===== config.mk =====
export PLATFORM = sky130hd
export DESIGN_NAME = scd_divider
export DESIGN_NICKNAME = d
export VERILOG_FILES = /design/src/rtl/scd_pkg.sv /design/src/rtl/scd_divider.sv /design/src/rtl/scd_sync.sv
export SDC_FILE = /design/constraint.sdc
export NUM_CORES = 1
export LEC_CHECK = 0
export BUFFER_PORTS_ARGS = -buffer_cell sky130_fd_sc_hd__clkbuf_2
export CAP_MARGIN = 10
export CORE_MARGIN = 2
export CORE_UTILIZATION = 40
export DETAILED_ROUTE_END_ITERATION = 7
export SLEW_MARGIN = 20
export SYNTH_ARGS = -nofsm -noshare
export SYNTH_HDL_FRONTEND = slang
export SYNTH_SLANG_ARGS = --single-unit

===== constraint.sdc =====
create_clock -name ref_clk -period 1.4 [get_ports ref_clk]
set_input_delay 0.14 -clock ref_clk [delete_from_list [all_inputs] [get_ports ref_clk]]
set_output_delay 0.14 -clock ref_clk [all_outputs]
set_load 0.01 [all_outputs]

===== src/rtl/scd_pkg.sv =====
// Shared constants and carrier types of the selectable clock divider.
// Assumes a single sampling clock; the divided clocks are rebuilt from it.
package scd_pkg;

    // Division ratios of the two output groups.
    localparam int HALF_DIV = 2;
    localparam int QUARTER_DIV = 4;

    // Default number of outputs in each group.
    localparam int NUM_HALF = 2;
    localparam int NUM_QUARTER = 6;

    // Width of the common phase counter; it spans one quarter-rate period.
    localparam int PHASE_W = 2;
    localparam logic [PHASE_W-1:0] PHASE_RST = 2'h0;
    localparam logic [PHASE_W-1:0] PHASE_STEP = 2'h1;

    // Source choice encoding.
    localparam logic SEL_PECL = 1'b0;
    localparam logic SEL_TTL = 1'b1;

    // Resting level of the differential pair when both lines float.
    localparam logic PECL_OPEN_TRUE = 1'b0;
    localparam logic PECL_OPEN_COMP = 1'b1;

    // Reset level of every divided clock output.
    localparam logic LEVEL_RST = 1'b0;

    // Reset level of the receiver and edge detector: high, so that a source
    // already high when reset ends must fall once before a rise is counted.
    localparam logic ARM_LEVEL_RST = 1'b1;

    // Width of the pin bundle below.
    localparam int PINS_W = 6;

    // Input pins of the device, all asynchronous to ref_clk.
    typedef struct packed {
        logic src_sel;          // Low picks the differential pair, high the TTL input.
        logic ttl_clock_in;     // Single-ended clock.
        logic pecl_true_in;     // Non-inverting side of the pair.
        logic pecl_comp_in;     // Inverting side of the pair.
        logic pecl_true_driven; // High while something drives the true line.
        logic pecl_comp_driven; // High while something drives the complement line.
    } scd_pins_t;

endpackage : scd_pkg


===== src/rtl/scd_divider.sv =====
// Selectable clock divider: picks one of two input clocks and derives two
// groups of phase-aligned divided clocks from its rising edges.
// Assumes the chosen input clock runs below half of ref_clk so that each
// of its levels is seen for at least one sampling edge.
module scd_divider #(
    parameter int NUM_HALF = scd_pkg::NUM_HALF,
    parameter int NUM_QUARTER = scd_pkg::NUM_QUARTER
) (
    input wire logic ref_clk,
    input wire logic rst_n,
    input wire scd_pkg::scd_pins_t pins,
    output logic [NUM_HALF-1:0] half_rate_outs,
    output logic [NUM_QUARTER-1:0] quarter_rate_outs
);

    ////////////////////////////////////////////////////////////////////////////
    // Input capture.

    scd_pkg::scd_pins_t pins_s;
    logic [scd_pkg::PINS_W-1:0] pins_q;

    // Every pin is asynchronous, so all of them cross through two flops.
    scd_sync #(
        .WIDTH(scd_pkg::PINS_W)
    ) u_sync (
        .ref_clk(ref_clk),
        .rst_n(rst_n),
        .d(pins),
        .q(pins_q)
    );

    assign pins_s = pins_q;

    logic rst_sync_n;

    // The reset pin is released through two flops, so the divider leaves reset
    // on one sampling edge; the pin synchroniser above is released two edges
    // earlier and already holds settled pin levels when the divider starts.
    // Assertion of reset still reaches every flop at once, without a clock.
    scd_sync #(
        .WIDTH(1)
    ) u_rst_sync (
        .ref_clk(ref_clk),
        .rst_n(rst_n),
        .d(1'b1),
        .q(rst_sync_n)
    );

    ////////////////////////////////////////////////////////////////////////////
    // Differential receiver and source selection.

    logic true_eff;
    logic comp_eff;
    logic pecl_level;
    logic next_pecl_level;
    logic sel_level;
    logic prev_level;
    logic next_prev_level;
    logic clk_rise;

    // A floating line falls to its resting level instead of an unknown one.
    always_comb begin
        true_eff = pins_s.pecl_true_driven ? pins_s.pecl_true_in
                                           : scd_pkg::PECL_OPEN_TRUE;
        comp_eff = pins_s.pecl_comp_driven ? pins_s.pecl_comp_in
                                           : scd_pkg::PECL_OPEN_COMP;
        // Equal lines carry no differential information, so the level holds.
        if (true_eff != comp_eff) begin
            next_pecl_level = true_eff;
        end else begin
            next_pecl_level = pecl_level;
        end
    end

    // The chosen source; a change of choice may itself look like an edge.
    always_comb begin
        sel_level = (pins_s.src_sel == scd_pkg::SEL_TTL) ? pins_s.ttl_clock_in
                                                         : pecl_level;
        next_prev_level = sel_level;
        clk_rise = sel_level && !prev_level;
    end

    // Both levels start high: an input that is already high at reset release
    // would otherwise be counted as a rising edge that never happened.
    always_ff @(posedge ref_clk or negedge rst_sync_n) begin
        if (!rst_sync_n) begin
            pecl_level <= scd_pkg::ARM_LEVEL_RST;
            prev_level <= scd_pkg::ARM_LEVEL_RST;
        end else begin
            pecl_level <= next_pecl_level;
            prev_level <= next_prev_level;
        end
    end

    ////////////////////////////////////////////////////////////////////////////
    // Common phase counter and output registers.

    logic [scd_pkg::PHASE_W-1:0] phase;
    logic [scd_pkg::PHASE_W-1:0] next_phase;
    logic [NUM_HALF-1:0] next_half;
    logic [NUM_QUARTER-1:0] next_quarter;

    // One counter feeds both groups, which keeps their rising edges on the
    // same sampling edge; quarter = phase[1]^phase[0] rises with phase 0->1.
    always_comb begin
        next_phase = clk_rise ? phase + scd_pkg::PHASE_STEP : phase;
        next_half = {NUM_HALF{next_phase[0]}};
        next_quarter = {NUM_QUARTER{next_phase[1] ^ next_phase[0]}};
    end

    // Reset clears the counter and outputs together without a clock.
    always_ff @(posedge ref_clk or negedge rst_sync_n) begin
        if (!rst_sync_n) begin
            phase <= scd_pkg::PHASE_RST;
            half_rate_outs <= {NUM_HALF{scd_pkg::LEVEL_RST}};
            quarter_rate_outs <= {NUM_QUARTER{scd_pkg::LEVEL_RST}};
        end else begin
            phase <= next_phase;
            half_rate_outs <= next_half;
            quarter_rate_outs <= next_quarter;
        end
    end

    initial begin
        if (NUM_HALF < 1 || NUM_QUARTER < 1) begin
            $error("scd_divider: each output group needs at least one output");
        end
    end

    ////////////////////////////////////////////////////////////////////////////
    // Assertions and covers.

    // Every edge that sees the reset pin low also sees every output low.
    property p_reset_hold;
        @(posedge ref_clk)
        !rst_n |-> (half_rate_outs == '0) && (quarter_rate_outs == '0);
    endproperty
    a_reset_hold: assert property (p_reset_hold) else $error("outputs high during reset");

    property p_reset_low;
        @(posedge ref_clk) disable iff (!rst_sync_n)
        $rose(rst_sync_n) |-> (half_rate_outs == '0) && (quarter_rate_outs == '0)
            && (phase == scd_pkg::PHASE_RST);
    endproperty
    a_reset_low: assert property (p_reset_low) else $error("outputs not low after reset");

    // The first edge after release is left out: its past pin sample is the
    // synchroniser's reset value, not the pin, so a high pin looks like a rise.
    property p_src_ttl;
        @(posedge ref_clk) disable iff (!rst_sync_n)
        ($past(rst_sync_n) && pins_s.src_sel && $stable(pins_s.src_sel)
            && $rose(pins_s.ttl_clock_in))
            |-> clk_rise ##1 (half_rate_outs[0] != $past(half_rate_outs[0]));
    endproperty
    a_src_ttl: assert property (p_src_ttl) else $error("TTL edge not taken");

    property p_src_pecl;
        @(posedge ref_clk) disable iff (!rst_sync_n)
        (!pins_s.src_sel && $stable(pins_s.src_sel) && $rose(pecl_level)) |-> clk_rise;
    endproperty
    a_src_pecl: assert property (p_src_pecl) else $error("PECL edge not taken");

    // An open pair brings the receiver to its low resting level by the next edge.
    property p_pecl_open;
        @(posedge ref_clk) disable iff (!rst_sync_n)
        (rst_sync_n && !pins_s.pecl_true_driven && !pins_s.pecl_comp_driven) |=> !pecl_level;
    endproperty
    a_pecl_open: assert property (p_pecl_open) else $error("open pair not at rest");

    // A selected pair that stays open can never produce a counted edge.
    property p_open_no_count;
        @(posedge ref_clk) disable iff (!rst_sync_n)
        (!pins_s.src_sel && $stable(pins_s.src_sel)
            && !pins_s.pecl_true_driven && !pins_s.pecl_comp_driven
            && !$past(pins_s.pecl_true_driven) && !$past(pins_s.pecl_comp_driven))
            |-> !clk_rise;
    endproperty
    a_open_no_count: assert property (p_open_no_count) else $error("open pair counted");

    property p_aligned;
        @(posedge ref_clk) disable iff (!rst_sync_n)
        $rose(quarter_rate_outs[0]) |-> $rose(half_rate_outs[0])
            && (half_rate_outs == {NUM_HALF{1'b1}})
            && (quarter_rate_outs == {NUM_QUARTER{1'b1}});
    endproperty
    a_aligned: assert property (p_aligned) else $error("rate groups not aligned");

    property p_div_ratio;
        @(posedge ref_clk) disable iff (!rst_sync_n)
        clk_rise |=> (half_rate_outs[0] != $past(half_rate_outs[0]))
            && ($changed(quarter_rate_outs[0]) == !$past(half_rate_outs[0]));
    endproperty
    a_div_ratio: assert property (p_div_ratio) else $error("division ratio wrong");

    property p_hold_no_edge;
        @(posedge ref_clk) disable iff (!rst_sync_n)
        !clk_rise |=> $stable(phase) && $stable(half_rate_outs) && $stable(quarter_rate_outs);
    endproperty
    a_hold_no_edge: assert property (p_hold_no_edge) else $error("divider moved w/o edge");

    property p_cov_ttl_run;
        @(posedge ref_clk) disable iff (!rst_sync_n)
        pins_s.src_sel && $rose(quarter_rate_outs[0]);
    endproperty
    c_cov_ttl_run: cover property (p_cov_ttl_run);

    property p_cov_pecl_run;
        @(posedge ref_clk) disable iff (!rst_sync_n)
        !pins_s.src_sel && $fell(quarter_rate_outs[0]);
    endproperty
    c_cov_pecl_run: cover property (p_cov_pecl_run);

    property p_cov_open;
        @(posedge ref_clk) disable iff (!rst_sync_n)
        !pins_s.pecl_true_driven && !pins_s.pecl_comp_driven && !pins_s.src_sel;
    endproperty
    c_cov_open: cover property (p_cov_open);

    // Reset that arrives while the quarter group is high.
    property p_cov_reset_mid;
        @(posedge ref_clk)
        $fell(rst_n) && $past(quarter_rate_outs[0]);
    endproperty
    c_cov_reset_mid: cover property (p_cov_reset_mid);

endmodule // scd_divider


===== src/rtl/scd_sync.sv =====
// Two-flop synchroniser for a bundle of asynchronous levels.
// Assumes each bit is an independent level; bits may resolve on different cycles.
module scd_sync #(
    parameter int WIDTH = 1
) (
    input wire logic ref_clk,
    input wire logic rst_n,
    input wire logic [WIDTH-1:0] d,
    output logic [WIDTH-1:0] q
);

    logic [WIDTH-1:0] stage1;

    // Only the second flop may be read; the first can be metastable.
    always_ff @(posedge ref_clk or negedge rst_n) begin
        if (!rst_n) begin
            stage1 <= '0;
            q <= '0;
        end else begin
            stage1 <= d;
            q <= stage1;
        end
    end

    initial begin
        if (WIDTH < 1) begin
            $error("scd_sync: WIDTH must be at least 1");
        end
    end

endmodule // scd_sync


==> results.md <==
- Status: finished, final reports clean
- CP Launch Type: flip-flop
- Fillers: 130
- Setup WS pre-CTS: 0.308 ns
- Gp weighted congestion: 0.662
- Max cap viols: 0
- Number of synthesized register bits: 19
- Crit path max fanout: 4
- CP Buf/Inv Count: 0
- Hold Crit Class: flip-flop to async pin
- Antenna Violating Nets Remaining: 0
- Final WL: 712 µm
- Residual DRC: 0
- Die area: 0.00188 mm²
- CTS Buf Count: 3
- Clk buf depth: 2
- Rows: 14
- Detailed-route via count: 312
- Gr ovfl total: 0
- CP peak stage delay: 0.56 ns
- Worst path cell trace: mux2i_1, nor3b_2, xor2_1
- Final setup fails: 0
- Final core occ: 51.6%
- Inserted Diodes: 0
- Tcrit/Tclk final: about four fifths
- DP Wirelength: 475 µm
- Dominant cells by area after synthesis: dfrtp_1, buf_4, dfstp_2
- Post-CTS Resized: 0
- CTS sink count: 19
- Max Fclk: 0.900 GHz
- Max Clock Skew: 0.00672 ns
- CTS clk-pin slew, worst paths: 0.11 ns
- Commonest cells post-synth: dfrtp_1, buf_4, xor2_1
- Nets@finish: 67
- First-pass GRT wire length: around 1200 µm
- Critical path start-end classification: flip-flop to flip-flop
- Worst Setup End Kind: flip-flop
- Post-route worst setup slack: 0.288 ns
- GRT Overall Usage: 9.61%
- Post-synth ARST share: 100%
- Synthesized area: between 600 and 700 µm²
- CTS root buf: clkbuf_4
- Pre-antenna DRT Iters: 4
- Die X: around 43 µm
- Clk_lat worst skew: 0.29 ns
- R2r setup slk: 0.29 ns
- Layout cells sized above 1: 37.9%
- Seq/Total Area, Yosys: between 70% and 80%
- Worst VDD drop: 0.645 mV
- Slowest CP cell: dfstp_2
- Number of global-route vias before repair: between 300 and 400
- Area share of the largest cell type after synthesis: 68.7%
- Core Box Area: 0.00147 mm²
- Initial antenna violation count: 0
- Die Span Y: 43.4 µm
- Largest net degree at the start of global routing: 15
- Synth Area in XOR/XNOR: between 4 and 5%
- Leak Pwr: 0.373 nW
- Post-synthesis simple-gate area fraction: approximately 4.4%
- Hold-fix buffers, CTS: 7
- Mapped Avg Cell Area: 15.9 µm²
- Post-synth EDFFs: 0
- CTS tree: built
- Port Buffers: 15
- WL/cell: 9.62 µm
- Vias per std cell: between 4 and 5
- Critical path's top delay family: flip-flops
- Synth Net Count: 47
- Largest family of logic cells by synthesized area: buffers and inverters
- I/O pin cnt: 16
- Final hold viol count: 0
- P&R area growth vs syn: 22.6%
- Count leader, synth: dfrtp_1
- Critical Path RT: 1.62 ns
- Crit path DAT: 1.33 ns
- DR iter-0 viols: 1
- Mux cell area share after synthesis: 1.62%
- Setup TNS: 0 ns
- Post-synth top flop: dfrtp_1
- Post-synthesis cell count: 39
- CTS H-tree depth: 1
- Minimum clock period: 1.11 ns
- Yosys top cell by area: dfrtp_1
- Adder-cell share of the synthesized area: 0%
- Count of cell types in the netlist: 14
- Starting density of the core: 42.1%
- RSZ-0062 raised after global routing: false
- Setup bufs post-CTS: 0
- Final-report max-slew violation count: 0
- Compound-Gate Fraction of Synth Area: approximately 2.8%
- Pwr dens: ~1600 mW/mm²
- Synthesis Warnings: 0
## power breakdown
| part | switching, mW | internal [mW] |
|---|---|---|
| registers | 0.0615 | 0.622 |
| clock network | 0.161 | 0.106 |
| logic | 0.134 | 0.138 |
## flip-flops by register name (all words and copies together), names as in the netlist
name,cells
pecl_level,1
phase,2
prev_level,1
quarter_rate_outs,1
u_rst_sync.q,1
u_rst_sync.stage1,1
u_sync.q,6
u_sync.stage1,6
## area by class of cell
cell class              instances  area, µm²  share of cell area (%)
clock buffers                   3       22.5                    2.97
clock inverters                 1       5.00                   0.659
inverters                       1       3.75                   0.494
multi-input cells              12       85.1                    11.2
flip-flops and latches         19        478                    62.9
well taps                      16       20.0                    2.64
repair buffers                 22        145                    19.1
## metrics by stage
| step | power, mW | std cells | hold WS [ns] | cell area, µm² |
|---|---|---|---|---|
| after CTS | 1.25 | 74 | 0.0944 | 759 |
| after floorplan | 0.958 | 39 | -0.156 | 619 |
| after detailed placement | 0.960 | 63 | 0.0538 | 662 |
| after global placement | 0.952 | 63 | 0.0444 | 662 |
| final | 1.22 | 74 | 0.0809 | 759 |
| after global routing | 1.30 | 74 | 0.109 | 759 |
## cells by family after synthesis
logic type,Yosys count
compound gates,3
xor+xnor,3
buf+inv,8
flops,19
mux,1
other cells,1
simple gates,4
## worst reg2reg max path: stages, from the launching register on
cell     delay (ns)
dfstp_2        0.56
mux2i_1        0.13
nor3b_2        0.20
xor2_1         0.15
## metal layers
layer,routed length [µm],GRT usage [%],up-vias,part of all wire (%)
li1,-,-,151,-
met1,329,10.9,143,46
met2,331,13.7,16,46
met3,44,3.75,2,6.2
met4,7,9.09,0,0.98
met5,0,0,-,0
## path summary, 6_finish.rpt
kind,start,end,cells past startpoint
worst max-delay path,pecl_level$_DFFE_PN1P_,phase[1]$_DFF_PN0_,3
worst min-delay path,u_rst_sync.q$_DFF_PN0_,quarter_rate_outs[0]$_DFF_PN0_,0
worst max register to register,pecl_level$_DFFE_PN1P_,phase[1]$_DFF_PN0_,3
worst min register to register,u_rst_sync.q$_DFF_PN0_,quarter_rate_outs[0]$_DFF_PN0_,0
max in group asynchronous,rst_n,u_sync.stage1[0]$_DFF_PN0_,2
min in group ref_clk,u_sync.stage1[2]$_DFF_PN0_,u_sync.q[2]$_DFF_PN0_,0
## placed cells by master, fill, tap and decap left out
cell            n
a21oi_1         1
clkbuf_2       15
clkbuf_4        3
clkinv_2        1
conb_1          1
dfrtp_1        17
dfstp_2         2
dlygate4sd3_1   7
inv_1           1
mux2i_1         1
nand2b_1        1
nand3_1         1
nor2_1          1
nor3b_2         1
o21ai_0         1
o21bai_1        1
xor2_1          3
Note: power is estimated with default switching activity, not from simulation.
